### config.mk
export PLATFORM = sky130hd
export DESIGN_NAME = disk_positioner
export DESIGN_NICKNAME = d
export VERILOG_FILES = /design/src/hdl/disk_pos_pkg.sv /design/src/hdl/disk_positioner.sv
export VERILOG_INCLUDE_DIRS = /design/src /design/src/hdl
export SDC_FILE = /design/constraint.sdc
export NUM_CORES = 1
export LEC_CHECK = 0
export ABC_CLOCK_PERIOD_IN_PS = 1700
export BUFFER_PORTS_ARGS = -buffer_cell sky130_fd_sc_hd__buf_2
export CAP_MARGIN = 5
export CORE_AREA = 3 3 117 119
export DETAILED_ROUTE_END_ITERATION = 7
export DIE_AREA = 0 0 120 122
export HOLD_SLACK_MARGIN = 0.08
export PLACE_DENSITY_LB_ADDON = 0.1
export SYNTH_ARGS = -nofsm -noshare
export SYNTH_HDL_FRONTEND = slang
export SYNTH_SLANG_ARGS = --single-unit
export TNS_END_PERCENT = 10
### constraint.sdc
create_clock -name clock -period 1.7 [get_ports clock]
set_input_delay 0.17 -clock clock [delete_from_list [all_inputs] [get_ports clock]]
set_output_delay 0.17 -clock clock [all_outputs]
set_load 0.01 [all_outputs]
### src/hdl/disk_pos_params.svh
// Register offsets, field positions, function codes and timing counts
`ifndef DISK_POS_PARAMS_SVH
`define DISK_POS_PARAMS_SVH

// ----------------------------------------------------------------
// Register byte offsets
// ----------------------------------------------------------------
`define REG_CTRL 8'h00
`define REG_STAT 8'h04
`define REG_DCYL 8'h08
`define REG_DADDR 8'h0c
`define REG_CCYL 8'h10
`define REG_CFG 8'h14

// ----------------------------------------------------------------
// Field positions
// ----------------------------------------------------------------
`define CTRL_GO 0
`define CTRL_FN_LO 1
`define CTRL_FN_HI 5
`define STAT_GO 0
`define STAT_ATTN 1
`define STAT_BADADDR 2
`define STAT_FOUND 3
`define STAT_HOLD 4
`define STAT_ONLINE 5
`define DADDR_TRK_LO 8
`define DADDR_TRK_HI 12
`define CFG_FMT16 0
`define CFG_DIAG_SEL 1
`define CFG_DIAG_SCLK 2
`define CFG_DIAG_IDX 3

// ----------------------------------------------------------------
// Reset values
// ----------------------------------------------------------------
`define CFG_RESET 4'h0
`define CYL_RESET 9'h000

// ----------------------------------------------------------------
// Function codes
// ----------------------------------------------------------------
`define FN_RECAL 5'h01
`define FN_UNLOAD 5'h02
`define FN_RTC 5'h03
`define FN_SEEK 5'h04
`define FN_OFFSET 5'h06
`define FN_WRITE 5'h0a
`define FN_SEARCH 5'h0c

// ----------------------------------------------------------------
// Timing and address limits
// ----------------------------------------------------------------
`define CLKS_18 10'h260
`define CLKS_16 10'h29f
`define LAST_18 5'h13
`define LAST_16 5'h15
`define MAX_CYL 9'h19a
`define MAX_TRK 5'h12
`define PHASE_ONE 2'h1
`define PHASE_TWO 2'h2
`define PHASE_THREE 2'h3

`endif

### src/hdl/disk_pos_pkg.sv
// Types shared by the positioner and sector search block
package disk_pos_pkg;

    // ------------------------------------------------------------
    // Bus and drive carriers
    // ------------------------------------------------------------
    typedef struct packed {
        logic psel;
        logic penable;
        logic pwrite;
        logic [7:0] paddr;
        logic [31:0] pwdata;
    } apbIn_s;

    typedef struct packed {
        logic [31:0] prdata;
        logic pready;
        logic pslverr;
    } apbOut_s;

    typedef struct packed {
        logic sectClk;      // Drive sector clock
        logic indexPulse;   // Drive index pulse
        logic offsetReady;  // Heads on centerline
        logic posReady;     // Heads positioned (file ready)
        logic online;       // Drive on line
    } drvIn_s;

    typedef struct packed {
        logic offsetResetPulse;
        logic recalPulse;
        logic seekGo;
        logic standbyReq;
    } drvOut_s;

    // ------------------------------------------------------------
    // Command sequencer states
    // ------------------------------------------------------------
    typedef enum logic [3:0] {
        ST_IDLE,
        ST_RTC,
        ST_RECAL,
        ST_UNLOAD,
        ST_UNLOAD_UP,
        ST_CHECK,
        ST_SEEK,
        ST_ISEEK,
        ST_SEARCH
    } cmd_e;

    // ------------------------------------------------------------
    // Whole block state
    // ------------------------------------------------------------
    typedef struct packed {
        apbOut_s apb;
        drvOut_s drv;
        cmd_e st;
        logic [4:0] cmd;
        logic go;
        logic attn;
        logic addrErr;
        logic found;
        logic offsetMode;
        logic offsetHold;
        logic moveReq;
        logic armed;
        logic retSeek;
        logic [1:0] moveCnt;
        logic [8:0] dcyl;
        logic [8:0] ccyl;
        logic [4:0] trk;
        logic [4:0] dsec;
        logic [4:0] sectCnt;
        logic [9:0] clkCnt;
        logic sectPulse;
        logic sectMatch;
        logic sClkPrev;
        logic idxPrev;
        logic [3:0] cfg;
    } state_s;

endpackage : disk_pos_pkg

### src/hdl/disk_positioner.sv
// Head positioning sequencer and sector search with APB registers
//
// Our own choices: the APB register port and the register offsets.
`timescale 1ns/1ns
`include "disk_pos_params.svh"
// Behaviour
// - Centerline return: explicit, or seek/write offset
// - Move request drives three-phase sector-clocked counter
// - Phase one of return pulses offset reset
// - Offset ready ends return: go off, attention
// - Implied return drops hold, resumes caller
// - Mode drops at phase three; hold until ready
// - Seek waits for hold drop before moving
// - Recal phase one pulses drive, clears cylinder
// - File ready ends recal: go off, attention
// - Unload requests standby; drive goes off line
// - Unload ends on online and file ready
// - Index and sector clock via diag selector
// - Index sets pulse, clears both counters
// - Clock count 608/671 restarts, makes pulse
// - Sector count 19/21 marks last sector
// - Last sector: only index makes pulse zero
// - Illegal search address sets error, aborts
// - Cylinder mismatch runs implied seek first
// - Pulse leading edge counts, compares sector
// - Trailing edge sets found; search completes
// - Limits: cylinder 410, track 18, sector 19/21
// - Implied seek end loads current cylinder
module disk_positioner (
    input wire logic clock,
    input wire logic rst,
    input wire disk_pos_pkg::apbIn_s apbIn,
    output disk_pos_pkg::apbOut_s apbOut,
    input wire disk_pos_pkg::drvIn_s drvIn,
    output disk_pos_pkg::drvOut_s drvOut
);
    import disk_pos_pkg::*;

    // ------------------------------------------------------------
    // State and working signals
    // ------------------------------------------------------------
    state_s s_q;          // Registered state
    state_s s_d;          // Next state
    logic sClk;           // Selected sector clock level
    logic idx;            // Selected index level
    logic sEdge;          // Sector clock rising edge
    logic iEdge;          // Index rising edge
    logic fmt16;          // 16-bit format selected
    logic lastSec;        // Final sector of revolution
    logic illegal;        // Desired address out of range
    logic access;         // APB access cycle being answered
    logic [4:0] fn;       // Function code being written
    logic [4:0] secNext;  // Sector count after increment
    logic [9:0] clkLimit; // Clock count ending a sector
    logic [4:0] secLimit; // Last sector number

    assign apbOut = s_q.apb;
    assign drvOut = s_q.drv;

    // ------------------------------------------------------------
    // Next-state logic
    // ------------------------------------------------------------
    always_comb begin
        s_d = s_q;
        // Pulses and bus answer last one cycle
        s_d.apb.pready = 1'b0;
        s_d.apb.pslverr = 1'b0;
        s_d.drv.offsetResetPulse = 1'b0;
        s_d.drv.recalPulse = 1'b0;
        s_d.drv.seekGo = 1'b0;
        fmt16 = s_q.cfg[`CFG_FMT16];
        clkLimit = fmt16 ? `CLKS_16 : `CLKS_18;
        secLimit = fmt16 ? `LAST_16 : `LAST_18;
        // Diagnostic or drive source
        if (s_q.cfg[`CFG_DIAG_SEL]) begin
            sClk = s_q.cfg[`CFG_DIAG_SCLK];
            idx = s_q.cfg[`CFG_DIAG_IDX];
        end else begin
            sClk = drvIn.sectClk;
            idx = drvIn.indexPulse;
        end
        s_d.sClkPrev = sClk;
        s_d.idxPrev = idx;
        sEdge = sClk & ~s_q.sClkPrev;
        iEdge = idx & ~s_q.idxPrev;
        lastSec = (s_q.sectCnt == secLimit);
        secNext = s_q.sectCnt + 5'h01;
        illegal = (s_q.dcyl > `MAX_CYL) || (s_q.trk > `MAX_TRK)
            || (s_q.dsec > secLimit);
        fn = apbIn.pwdata[`CTRL_FN_HI:`CTRL_FN_LO];

        // --------------------------------------------------------
        // APB slave: answer one cycle into the access phase
        // --------------------------------------------------------
        access = apbIn.psel & apbIn.penable & ~s_q.apb.pready;
        if (access) begin
            s_d.apb.pready = 1'b1;
            s_d.apb.prdata = 32'h0000_0000;
            case (apbIn.paddr)
                `REG_CTRL: begin
                    s_d.apb.prdata = {26'h0, s_q.cmd, s_q.go};
                    // Start only when idle and code is known
                    if (apbIn.pwrite && apbIn.pwdata[`CTRL_GO] && !s_q.go) begin
                        s_d.cmd = fn;
                        s_d.found = 1'b0;
                        s_d.armed = 1'b0;
                        s_d.retSeek = 1'b0;
                        s_d.go = 1'b1;
                        case (fn)
                            `FN_RTC: begin
                                s_d.st = ST_RTC;
                                s_d.moveReq = 1'b1;
                            end
                            `FN_RECAL: begin
                                s_d.st = ST_RECAL;
                                s_d.moveReq = 1'b1;
                            end
                            `FN_UNLOAD: s_d.st = ST_UNLOAD;
                            `FN_SEEK: s_d.st = ST_SEEK;
                            `FN_SEARCH: s_d.st = ST_CHECK;
                            `FN_WRITE: s_d.st = ST_CHECK;
                            `FN_OFFSET: begin
                                // Offset move itself is outside this block
                                s_d.offsetMode = 1'b1;
                                s_d.offsetHold = 1'b1;
                                s_d.go = 1'b0;
                                s_d.attn = 1'b1;
                            end
                            default: s_d.go = 1'b0;
                        endcase
                    end
                end
                `REG_STAT: begin
                    s_d.apb.prdata = {26'h0, drvIn.online, s_q.offsetHold,
                        s_q.found, s_q.addrErr, s_q.attn, s_q.go};
                    // Write one to clear; later hardware sets win
                    if (apbIn.pwrite) begin
                        if (apbIn.pwdata[`STAT_ATTN])
                            s_d.attn = 1'b0;
                        if (apbIn.pwdata[`STAT_BADADDR])
                            s_d.addrErr = 1'b0;
                    end
                end
                `REG_DCYL: begin
                    s_d.apb.prdata = {23'h0, s_q.dcyl};
                    if (apbIn.pwrite && !s_q.go)
                        s_d.dcyl = apbIn.pwdata[8:0];
                end
                `REG_DADDR: begin
                    s_d.apb.prdata = {19'h0, s_q.trk, 3'h0, s_q.dsec};
                    if (apbIn.pwrite && !s_q.go) begin
                        s_d.trk = apbIn.pwdata[`DADDR_TRK_HI:`DADDR_TRK_LO];
                        s_d.dsec = apbIn.pwdata[4:0];
                    end
                end
                `REG_CCYL: s_d.apb.prdata = {23'h0, s_q.ccyl};
                `REG_CFG: begin
                    s_d.apb.prdata = {28'h0, s_q.cfg};
                    if (apbIn.pwrite)
                        s_d.cfg = apbIn.pwdata[3:0];
                end
                default: s_d.apb.pslverr = 1'b1; // Unmapped
            endcase
        end

        // --------------------------------------------------------
        // Sector timing
        // --------------------------------------------------------
        if (iEdge) begin
            // New revolution gives sector pulse zero
            s_d.clkCnt = 10'h000;
            s_d.sectCnt = 5'h00;
            s_d.sectPulse = 1'b1;
            s_d.sectMatch = (s_q.dsec == 5'h00);
        end else if (sEdge) begin
            // Trailing edge of a sector pulse
            if (s_q.sectPulse) begin
                s_d.sectPulse = 1'b0;
                if (s_q.sectMatch && s_q.st == ST_SEARCH)
                    s_d.found = 1'b1;
            end
            if (s_q.clkCnt == clkLimit) begin
                s_d.clkCnt = 10'h000;
                // No pulse inside the last sector
                if (!lastSec) begin
                    s_d.sectPulse = 1'b1;
                    s_d.sectCnt = secNext;
                    s_d.sectMatch = (secNext == s_q.dsec);
                end
            end else begin
                s_d.clkCnt = s_q.clkCnt + 10'h001;
            end
        end

        // --------------------------------------------------------
        // Move timing counter, wraps back to idle
        // --------------------------------------------------------
        if (sEdge) begin
            if (s_q.moveCnt == `PHASE_THREE) begin
                s_d.moveCnt = 2'h0;
            end else if (s_q.moveCnt != 2'h0) begin
                s_d.moveCnt = s_q.moveCnt + 2'h1;
            end else if (s_q.moveReq) begin
                s_d.moveCnt = `PHASE_ONE;
                case (s_q.st)
                    ST_RTC: begin
                        s_d.drv.offsetResetPulse = 1'b1;
                        s_d.armed = 1'b1;
                    end
                    ST_RECAL: begin
                        s_d.drv.recalPulse = 1'b1;
                        s_d.ccyl = `CYL_RESET;
                        s_d.armed = 1'b1;
                    end
                    default: ;
                endcase
            end
            // Seek trigger at phase two
            if (s_q.moveCnt == `PHASE_ONE && s_q.st == ST_ISEEK) begin
                s_d.drv.seekGo = 1'b1;
                s_d.armed = 1'b1;
            end
            // Phase three drops the request early
            if (s_q.moveCnt == `PHASE_TWO) begin
                s_d.moveReq = 1'b0;
                if (s_q.st == ST_RTC)
                    s_d.offsetMode = 1'b0;
            end
        end

        // --------------------------------------------------------
        // Command sequencer
        // --------------------------------------------------------
        s_d.drv.standbyReq = (s_q.st == ST_UNLOAD);
        case (s_q.st)
            ST_IDLE: ;
            ST_RTC: begin
                // Hold stays until the drive is centered
                if (s_q.armed && drvIn.offsetReady) begin
                    s_d.offsetHold = 1'b0;
                    s_d.armed = 1'b0;
                    if (s_q.retSeek) begin
                        s_d.st = ST_SEEK;
                    end else begin
                        s_d.go = 1'b0;
                        s_d.attn = 1'b1;
                        s_d.st = ST_IDLE;
                    end
                end
            end
            ST_RECAL: begin
                if (s_q.armed && drvIn.posReady) begin
                    s_d.armed = 1'b0;
                    s_d.go = 1'b0;
                    s_d.attn = 1'b1;
                    s_d.st = ST_IDLE;
                end
            end
            ST_UNLOAD: begin
                if (!drvIn.online)
                    s_d.st = ST_UNLOAD_UP;
            end
            ST_UNLOAD_UP: begin
                if (drvIn.online && drvIn.posReady) begin
                    s_d.go = 1'b0;
                    s_d.attn = 1'b1;
                    s_d.st = ST_IDLE;
                end
            end
            ST_CHECK: begin
                if (illegal) begin
                    s_d.addrErr = 1'b1;
                    s_d.go = 1'b0;
                    s_d.attn = 1'b1;
                    s_d.st = ST_IDLE;
                end else begin
                    s_d.st = ST_SEEK;
                end
            end
            ST_SEEK: begin
                if (s_q.offsetHold && s_q.cmd != `FN_SEARCH) begin
                    // Seek or write found heads offset
                    s_d.retSeek = 1'b1;
                    s_d.moveReq = 1'b1;
                    s_d.armed = 1'b0;
                    s_d.st = ST_RTC;
                end else if (s_q.dcyl != s_q.ccyl) begin
                    // Hold has dropped before moving unless the command is a search
                    s_d.moveReq = 1'b1;
                    s_d.armed = 1'b0;
                    s_d.st = ST_ISEEK;
                end else if (s_q.cmd == `FN_SEEK) begin
                    s_d.go = 1'b0;
                    s_d.attn = 1'b1;
                    s_d.st = ST_IDLE;
                end else begin
                    s_d.found = 1'b0;
                    s_d.st = ST_SEARCH;
                end
            end
            ST_ISEEK: begin
                if (s_q.armed && drvIn.posReady) begin
                    s_d.ccyl = s_q.dcyl;
                    s_d.armed = 1'b0;
                    s_d.st = ST_SEEK;
                end
            end
            ST_SEARCH: begin
                if (s_q.found) begin
                    s_d.go = 1'b0;
                    s_d.attn = 1'b1;
                    s_d.st = ST_IDLE;
                end
            end
            default: s_d.st = ST_IDLE;
        endcase
    end

    // ------------------------------------------------------------
    // State register
    // ------------------------------------------------------------
    always_ff @(posedge clock) begin
        if (rst) begin
            s_q <= '0;
            s_q.st <= ST_IDLE;
            s_q.cfg <= `CFG_RESET;
            s_q.ccyl <= `CYL_RESET;
        end else begin
            s_q <= s_d;
        end
    end
endmodule : disk_positioner

Word-level counts from Yosys, hierarchy flattened:

Index checks and enable logic that the tools add are counted.

* bits in registers: 90
* output and inout port bits: 38
* logic and storage cells: 204

* equality and inequality tests: 30
* $lt $le $gt $ge: 3
* multiplexer cells: 91
* bitwise operators: 11
* reductions and logical operators: 36
* add/subtract/negate cells: 3

Operators by type and width (count)
* $pmux 13 s6: 1
* $mux 9: 7
* $mux 2: 21
* $mux 1: 37
* $mux 4: 9
* $pmux 4 s9: 1
* $mux 10: 2
* $pmux 4 s5: 1
* $mux 18: 1
* $reduce_and 3->1: 6
* $eq 4x3->1 const B: 4
* $eq 8x4->1 const B: 2
* $eq 8x5->1 const B: 2
* $eq 5x3->1 const B: 3
* $reduce_or 2->1: 7
* $mux 3: 4
* $mux 6: 2
* $pmux 2 s6: 1
* $reduce_or 6->1: 2
* $mux 11: 1
* $add 10x1->10 const B: 1
* $eq 10x10->1: 1
* $eq 5x2->1 const B: 2
* $eq 5x4->1 const B: 2
* 31 further kinds: 54

Depth between registers and ports, before layout:

Gate-level depths: netlist of run 1.

* depth after elaboration: 15
* depth in mapped cells: 7
* depth with buffers taken out: 7

Worst setup path after synthesis of run 1:

Ideal clock, no wire load.

* path type: register to register
* start: register s_q, in the netlist apbOut[1]
* end: register s_q[43] in the netlist's numbering
* library setup time: 0.128 ns
* buffers on the path: 1
* stages on the path, launching flop included: 7
* slack: -0.009 ns
* data arrival time: 1.582 ns
* path through: dfxtp_1 > nand3b_1 > nor3b_2 > and3_1 > buf_4 > mux2i_1 > nor2_1

* cells in the longest elaborated chain, start to end: 3

RTL lines
* start, declared: line disk_positioner.sv:42 `state_s s_q;`
* $not 1->1: line disk_positioner.sv:95 `access = apbIn.psel & apbIn.penable & ~s_q.apb.pready;`
* $and 1x1->1: line disk_positioner.sv:95
* $reduce_and 3->1 (no source line)

No other way between the ends.
A chain may end at the register's enable or synchronous reset.

Worst setup path in the final report of run 1:

* start: register s_q[62] in the netlist's numbering
* end: register s_q[54] in the netlist's numbering

* cells in the longest elaborated chain, start to end: 4

RTL lines
* $ne 5x4->1 (no source line)
* $logic_and 1x1->1 (no source line)
* $mux 2: line disk_positioner.sv:281 `` if (s_q.offsetHold && s_q.cmd != `FN_SEARCH) begin ``
* $pmux 1 s3: line disk_positioner.sv:235 `case (s_q.st)`

No other way between the ends.

==> metrics.csv, run 1 <==
metric,value,unit
hold_slack,98.5,ps
synth_top_area_share,35.2,%
clock_latency,340,ps
worstSetupPathType,reg2reg,
yosys_warnings,0,
yosysTopAreaCell,dfxtp_1,
port_buffers,49,
synth_edf_count,0,
clock_path_buffers,2,
synth.most_common_cell,dfxtp_1,
die_area,14600,um^2
via_per_inst,5.27,
cts-root-buf,clkbuf_16,
fin_worst_skew,5.83,ps
antenna_found_initial,0,
ys_top_cells_by_area,"dfxtp_1, mux2i_1, buf_4",
drt-wirelength-per-cell,16.5,um
fin_area,6590,um^2
cp.required,1960,ps
power_density,675,nW/um^2
cts_tree,built,
synth_ff_type,dfxtp_1,
overflow,0,
fmax,0.584,GHz
synth_cell_types,73,
first_global_vias,4554,
arrival,1970,ps
finalCritPeriodShare,101,%
start_kind,flop,
area_delta_synth_final,30.2,%
drtPass1Iterations,4,
ys_seq_area_share,35.2,%
htree_levels,3,
placed_cell_area,5950,um^2
core-area,12700,um^2
place_congestion,0.862,
cts_sinks,89,
synth-async-reset-ratio,0,%
netlist_instances,588,
slew_viol_final,0,
grt_usage,19.9,%
maxCapViolCount,0,
report.final.hold_viol_count,0,
hp-class,in2reg,
period_needed,1710,ps
grt_start_max_net_pins,40,
die_x,120,um
dr.first_iter.drc_count,301,
worst_slack,-13.8,ps
place.detailed.hpwl,11000,um
finalSetupViolations,2,
critPathMaxFanout,3,
violations,negative setup slack,
antenna_cells,0,
synth_area,5060,um^2
status,finished with violations,
start_util,39.9,%
final_nets,771,
drcViolationCount,0,
std_cell_rows,41,
drive_gt1_share,30.8,%
die_y,122,um
ir_drop,0.000538,V
cp-end-kind,flop,
ys_top_cells_by_count,"dfxtp_1, nor2_1, nand2_1",
rsz0062_at_grt,yes,
p_leak,2.79,nW
wl,14700,um
ys_ff_latch,89,
clk_pin_slew_worst_paths,70,ps
rrSetupSlack,-10,ps
grt_pass1_wl,23100,um
synth_area_per_cell,8.60,um^2
io_pins,88,
cts_buffers,9,
vias,4687,
ant_nets,0,
==> logic make-up (layout without fill, tap and decap cells) <==
logic type / count (synthesis) / in the layout / share of synthesized area [%]
other cells: 1 / 19 / 0.0741
fa+ha+maj: 8 / 8 / 1.98
flops: 89 / 89 / 35.2
compound gates: 120 / 120 / 17.1
simple gates: 231 / 231 / 24.8
mux: 33 / 33 / 6.53
xor+xnor: 30 / 30 / 5.20
buf+inv: 76 / 187 / 9.10
==> metal layers <==
metal / wire [um] / vias to the layer above / GRT usage, %
met5: 0 / - / 0
met4: 351 / 0 / 8.30
met3: 578 / 25 / 2.69
met2: 7060 / 115 / 33.5
met1: 6700 / 2216 / 25.7
li1: - / 2331 / -
==> repair_timing <==
action                     CTS  global route
pin swaps                    7            11
setup buffers                1             4
hold buffers                 7             0
hold endpoints to repair     7             0
resized for setup           21            36
setup endpoints to repair   18            59
==> registers in the layout, summed over array words and instances (netlist names) <==
register / count
s_q: 69
apbOut: 15
drvOut: 4
fmt16: 1
==> stage by stage <==
| stage | total power [mW] | util [%] | setup TNS [ps] | std cells | worst slack (ps) |
|---|---|---|---|---|---|
| 2_1_floorplan | 2.37 | - | 0 | 606 | 30.5 |
| 3_3_place_gp | 2.48 | 46.9 | -567 | 862 | -159 |
| 3_5_place_dp | 2.48 | 46.9 | -641 | 862 | -187 |
| 4_1_cts | 4.47 | 50.4 | -87.3 | 885 | -41.4 |
| 5_1_grt | 4.60 | 52.0 | -952 | 889 | -116 |
| 6_report | 4.45 | 52.0 | -18.8 | 889 | -13.8 |
==> cell type report <==
cell class              count  area (um^2)
clock buffers              10          229
clock inverters             5         56.3
fillers                  1270         6090
inverters                  11         41.3
multi-input cells         441         3100
flip-flops and latches     89         1790
well taps                 172          215
repair buffers            161         1150
==> critical path, cell delays in order, from the launching register on <==
cell and delay, ps:
dfxtp_1 310, or4b_4 550, o21a_1 220, buf_4 140, o21a_1 190, a211oi_1 220
==> final timing paths <==
path / from / to / depth (start not counted)
setup / recovery: s_q[62]$_SDFFE_PP0P_ / s_q[54]$_SDFF_PP0_ / 5
hold / removal: apbIn[8] / s_q[28]$_SDFFE_PP0P_ / 3
setup reg to reg: s_q[62]$_SDFFE_PP0P_ / s_q[54]$_SDFF_PP0_ / 5
hold reg to reg: apbOut[6]$_SDFFE_PP0N_ / apbOut[6]$_SDFFE_PP0N_ / 2
==> cell usage in the layout (no fill, tap or decap), types with 6 or more instances in the layout <==
| master | netlist | layout |
|---|---|---|
| buf_4 | 40 | 97 |
| dfxtp_1 | 89 | 83 |
| nor2_1 | 77 | 77 |
| buf_2 | 8 | 49 |
| nand2_1 | 43 | 43 |
| mux2i_1 | 33 | 32 |
| a21oi_1 | 24 | 23 |
| xor2_1 | 19 | 19 |
| conb_1 | 1 | 19 |
| a22oi_1 | 19 | 18 |
| nand3_1 | 17 | 16 |
| inv_1 | 11 | 11 |
| xnor2_1 | 11 | 11 |
| nand4_1 | 11 | 11 |
| o21ai_0 | 11 | 10 |
| nor2b_1 | 12 | 9 |
| clkbuf_16 | 0 | 9 |
| o211ai_1 | 8 | 8 |
| nor3_1 | 8 | 7 |
| dlygate4sd3_1 | 0 | 7 |
| nand2b_1 | 6 | 6 |
| nor4_1 | 8 | 6 |
| and3_1 | 8 | 6 |
| buf_6 | 2 | 6 |
==> power breakdown <==
part	leakage [nW]	internal, mW	switching (mW)
registers	0.722	2.10	0.00978
logic	1.93	0.141	0.218
clock network	0.139	1.13	0.851
total	2.79	3.37	1.08
Power figures use the tool's default switching activity.
==> inputs of run 2 (changes only) <==
- CORE_AREA: 3 3 117 119 -> 3 3 111 113
- DIE_AREA: 0 0 120 122 -> 0 0 114 116
- SLEW_MARGIN: not set -> 25
- TNS_END_PERCENT: 10 -> 50
==> metrics.csv, run 2 (synthesized netlist as in run 1, its figures left out) <==
metric,value,unit
worst_slack,-28.8,ps
grt_usage,21.3,%
status,finished with violations,
drtPass1Iterations,5,
io_pins,88,
grt_start_max_net_pins,69,
antenna_cells,0,
report.final.hold_viol_count,0,
cp-end-kind,flop,
r2r-end,s_q[61]$_SDFF_PP0_,
worstSetupPathType,reg2reg,
die_area,13200,um^2
p_leak,2.77,nW
cp.required,1920,ps
violations,negative setup slack,
maxCapViolCount,0,
fillers,1057,
via_per_inst,5.48,
cts_tree,built,
clock_latency,340,ps
grt_pass1_wl,22200,um
ir_drop,0.000421,V
rr_worst_depth,6,
cts-root-buf,clkbuf_16,
cts_buffers,9,
port_buffers,49,
final_common_cell,buf_4,
vias,4660,
fmax,0.578,GHz
hold_depth,3,
drt-wirelength-per-cell,16.6,um
slew_viol_final,0,
first_global_vias,4410,
fin_worst_skew,7.96,ps
hp-class,in2reg,
period_needed,1730,ps
finalCritPeriodShare,102,%
rsz0062_at_grt,yes,
finalSetupViolations,6,
overflow,0,
power_density,689,nW/um^2
htree_levels,3,
ant_nets,0,
cts_sinks,89,
cp_slowest_stage_delay,350,ps
drcViolationCount,0,
place_congestion,0.888,
largest_register,s_q,
clock_path_buffers,2,
layout_common_cells,"buf_4, dfxtp_1, nor2_1",
critPathMaxFanout,2,
start_kind,flop,
rrSetupSlack,-30,ps
wl,14100,um
worstReg2RegStart,s_q[46]$_SDFFE_PP0P_,
slowest_stage,o41ai_2,
drive_gt1_share,31.8,%
core-area,11400,um^2
final_nets,761,
area_delta_synth_final,29.5,%
final_core_util,57.4,%
cp-startpoint,s_q[46]$_SDFFE_PP0P_,
path_cells,"xor2_1, nor4_2, nand4_1, o41ai_2, buf_4, a211oi_2",
arrival,1950,ps
start_util,44.3,%
die_x,114,um
place_ws,-251,ps
largest_register_ffs,69,
place.detailed.hpwl,10500,um
dr.first_iter.drc_count,318,
p_total,4.52,mW
std_cell_rows,39,
clk_pin_slew_worst_paths,70,ps
crit_end,s_q[61]$_SDFF_PP0_,
die_y,116,um
antenna_found_initial,0,
-- run 2: cell count changes in the layout (fill, tap and decap cells not counted), sizes merged --
cell,change
clkinv,+2
inv,-1
clkinvlp,-1
buf,-11
clkbuf,+2
-- run 2: worst min path at each step --
| stage | startpoint | endpoint | slack, ps |
|---|---|---|---|
| floorplan | rst | apbOut[1]$_SDFF_PP0_ | 250 |
| global placement | apbIn[12] | s_q[32]$_SDFFE_PP0P_ | 400 |
| detailed placement | apbIn[11] | s_q[31]$_SDFFE_PP0P_ | 410 |
| CTS | apbIn[8] | s_q[50]$_SDFFE_PP0P_ | 90 |
| global route | apbIn[8] | s_q[50]$_SDFFE_PP0P_ | 120 |
| finish | apbIn[8] | s_q[50]$_SDFFE_PP0P_ | 110 |
-- run 2: per-stage QoR --
step           TNS [ps]  cells  hold slack (ps)  area, um^2
2_1_floorplan         0    606              251        5130
3_3_place_gp       -805    819              403        5820
3_5_place_dp      -1270    819              410        5820
4_1_cts           -15.6    844             94.2        6280
5_1_grt           -1020    851              122        6550
6_report          -69.4    851              109        6550
-- run 2: critical path: cells and delay by family (launching register included) --
kind                   cells  cell delay, ps
buffers and inverters      1             170
XOR/XNOR                   1             170
AND/OR/NAND/NOR            2             540
flip-flops                 1             330
AO/OA/AOI/OAI              2             420
-- run 2: cell type report --
cell class	instances	area, um^2	area share, %
Clock buffer	11	253	3.86
Inverter	11	41.3	0.630
Timing Repair Buffer	151	1100	16.8
Sequential cell	89	1800	27.4
Tap cell	143	179	2.73
Multi-Input combinational cell	441	3120	47.7
Clock inverter	5	53.8	0.821
-- run 2: repair_timing --
action | 4_1_cts | 5_1_grt
cloned | 0 | 1
setup buffers | 2 | 7
gates resized for setup | 17 | 50
pin swaps | 4 | 23
endpoints found under the setup margin | 19 | 60
hold buffers | 7 | 0
hold endpoints to repair | 7 | 0
-- run 2: where the power goes --
group	switching (mW)	total, mW	leakage [nW]	internal [mW]
clock	0.833	2.05	0.155	1.21
combinational	0.215	0.359	1.89	0.144
sequential	0.0105	2.11	0.725	2.10
-- run 2: routing by layer --
metal  track usage, %  share of wire [%]  up-vias
met2             35.9                 49      112
met1             27.1                 45     2213
met3             3.19                4.2       22
met4             9.34                2.2        0
li1                 -                  -     2313
met5                0                  0        -
==> inputs of run 3 (changes only) <==
- RECOVER_POWER: not set -> 50
==> metrics.csv, run 3 (synthesized netlist as in run 1, its figures left out) <==
metric,value,unit
status,finished with violations,
violations,negative setup slack,
rr_worst_depth,6,
vias,4650,
r2r-end,s_q[61]$_SDFF_PP0_,
clock_latency,340,ps
core-area,11400,um^2
std_cell_rows,39,
multi_input_area,3120,um^2
critPathMaxFanout,2,
layout_common_cells,"buf_4, dfxtp_1, nor2_1",
grt_pass1_wl,22200,um
cp.required,1920,ps
critPathTopFamily,simple AND/OR/NAND/NOR gates,
worst_slack,-28.7,ps
slew_viol_final,0,
htree_levels,3,
slowest_stage,o41ai_2,
place_ws,-251,ps
crit_cells,6,
p_clk_share,45.5,%
drt-wirelength-per-cell,16.7,um
worstReg2RegStart,s_q[46]$_SDFFE_PP0P_,
ir_drop,0.000423,V
clk_pin_slew_worst_paths,70,ps
seq_area,1800,um^2
hp-class,in2reg,
antenna_cells,0,
rrSetupSlack,-30,ps
final_nets,761,
seqPwrFrac,46.7,%
arrival,1950,ps
finalSetupViolations,5,
report.final.hold_viol_count,0,
maxCapViolCount,0,
placed_cell_area,5820,um^2
port_buffers,49,
dr.first_iter.drc_count,299,
cts_tree,built,
start_kind,flop,
clock_path_buffers,2,
place_congestion,0.888,
largest_register_ffs,69,
swShare,23.6,%
crit_buf_inv,1,
cp_slowest_stage_delay,350,ps
finalCritPeriodShare,102,%
crit_end,s_q[61]$_SDFF_PP0_,
die_x,114,um
die_area,13200,um^2
io_pins,88,
fmax,0.578,GHz
final_core_util,57.0,%
grt_usage,21.3,%
cp-startpoint,s_q[46]$_SDFFE_PP0P_,
ant_nets,0,
path_cells,"xor2_1, nor4_2, nand4_1, o41ai_2, buf_4, a211oi_2",
drive_gt1_share,28.5,%
period_needed,1730,ps
hold_slack,108,ps
drtPass1Iterations,5,
first_global_vias,4410,
fillers,1068,
p_total,4.52,mW
final_common_cell,buf_4,
largest_register,s_q,
wl,14200,um
fin_area,6510,um^2
rsz0062_at_grt,yes,
antenna_found_initial,0,
cts_sinks,89,
place.detailed.hpwl,10500,um
p_leak,2.68,nW
grt_start_max_net_pins,69,
fin_worst_skew,7.78,ps
drcViolationCount,0,
cp-end-kind,flop,
p_int,3.45,mW
combinationalPowerShare,7.8,%
switchingPower,1.07,mW
worstSetupPathType,reg2reg,
min_from,apbIn[8],
via_per_inst,5.46,
die_y,116,um
area_delta_synth_final,28.7,%
start_util,44.3,%
cts_buffers,9,
power_density,694,nW/um^2
cts-root-buf,clkbuf_16,
overflow,0,
[run 3: per-layer routing]
layer	up-vias	track usage (%)	part of all wire [%]
met3	21	3.19	4.4
met1	2195	27.1	45
li1	2315	-	-
met5	-	0	0
met2	119	35.9	49
met4	0	9.34	2.1
[run 3: power by group through the flow]
| stage | clock network [mW] | logic (mW) | registers (mW) |
|---|---|---|---|
| 6_report | 2.05 | 0.354 | 2.11 |
| 4_1_cts | 2.10 | 0.336 | 2.11 |
| 2_1_floorplan | 0 | 0.213 | 2.15 |
| 5_1_grt | 2.17 | 0.384 | 2.11 |
| 3_3_place_gp | 0 | 0.320 | 2.15 |
| 3_5_place_dp | 0 | 0.321 | 2.16 |
[run 3: how the worst min path moves through the flow]
stage	slack, ps	end	cells after the start
final	110	s_q[50]$_SDFFE_PP0P_	3
after global routing	120	s_q[50]$_SDFFE_PP0P_	3
after CTS	90	s_q[50]$_SDFFE_PP0P_	3
after detailed placement	410	s_q[31]$_SDFFE_PP0P_	3
after global placement	400	s_q[32]$_SDFFE_PP0P_	3
after floorplan	250	apbOut[1]$_SDFF_PP0_	1
[run 3: tightest hold or removal path, cell delays in order]
cell and delay [ps]:
buf_2 100, mux2i_1 70, nor2_1 70
[run 3: stage by stage]
step	instances	TNS (ps)
2_1_floorplan	606	0
3_3_place_gp	819	-805
3_5_place_dp	819	-1270
4_1_cts	844	-15.6
5_1_grt	851	-1020
6_report	851	-65.8
[run 3: final cells by class]
type / instances / area share [%]
Clock inverter: 5 / 0.827
Timing Repair Buffer: 151 / 16.3
Tap cell: 143 / 2.75
Sequential cell: 89 / 27.6
Clock buffer: 11 / 3.88
Multi-Input combinational cell: 441 / 48.0
Inverter: 11 / 0.634
[run 3: repair_timing]
action,4_1_cts,5_1_grt
hold buffers,7,0
hold endpoints to repair,7,0
setup buffers,2,7
setup endpoints to repair,19,60
gates resized for setup,17,50
cloned,0,1
pin swaps,4,23
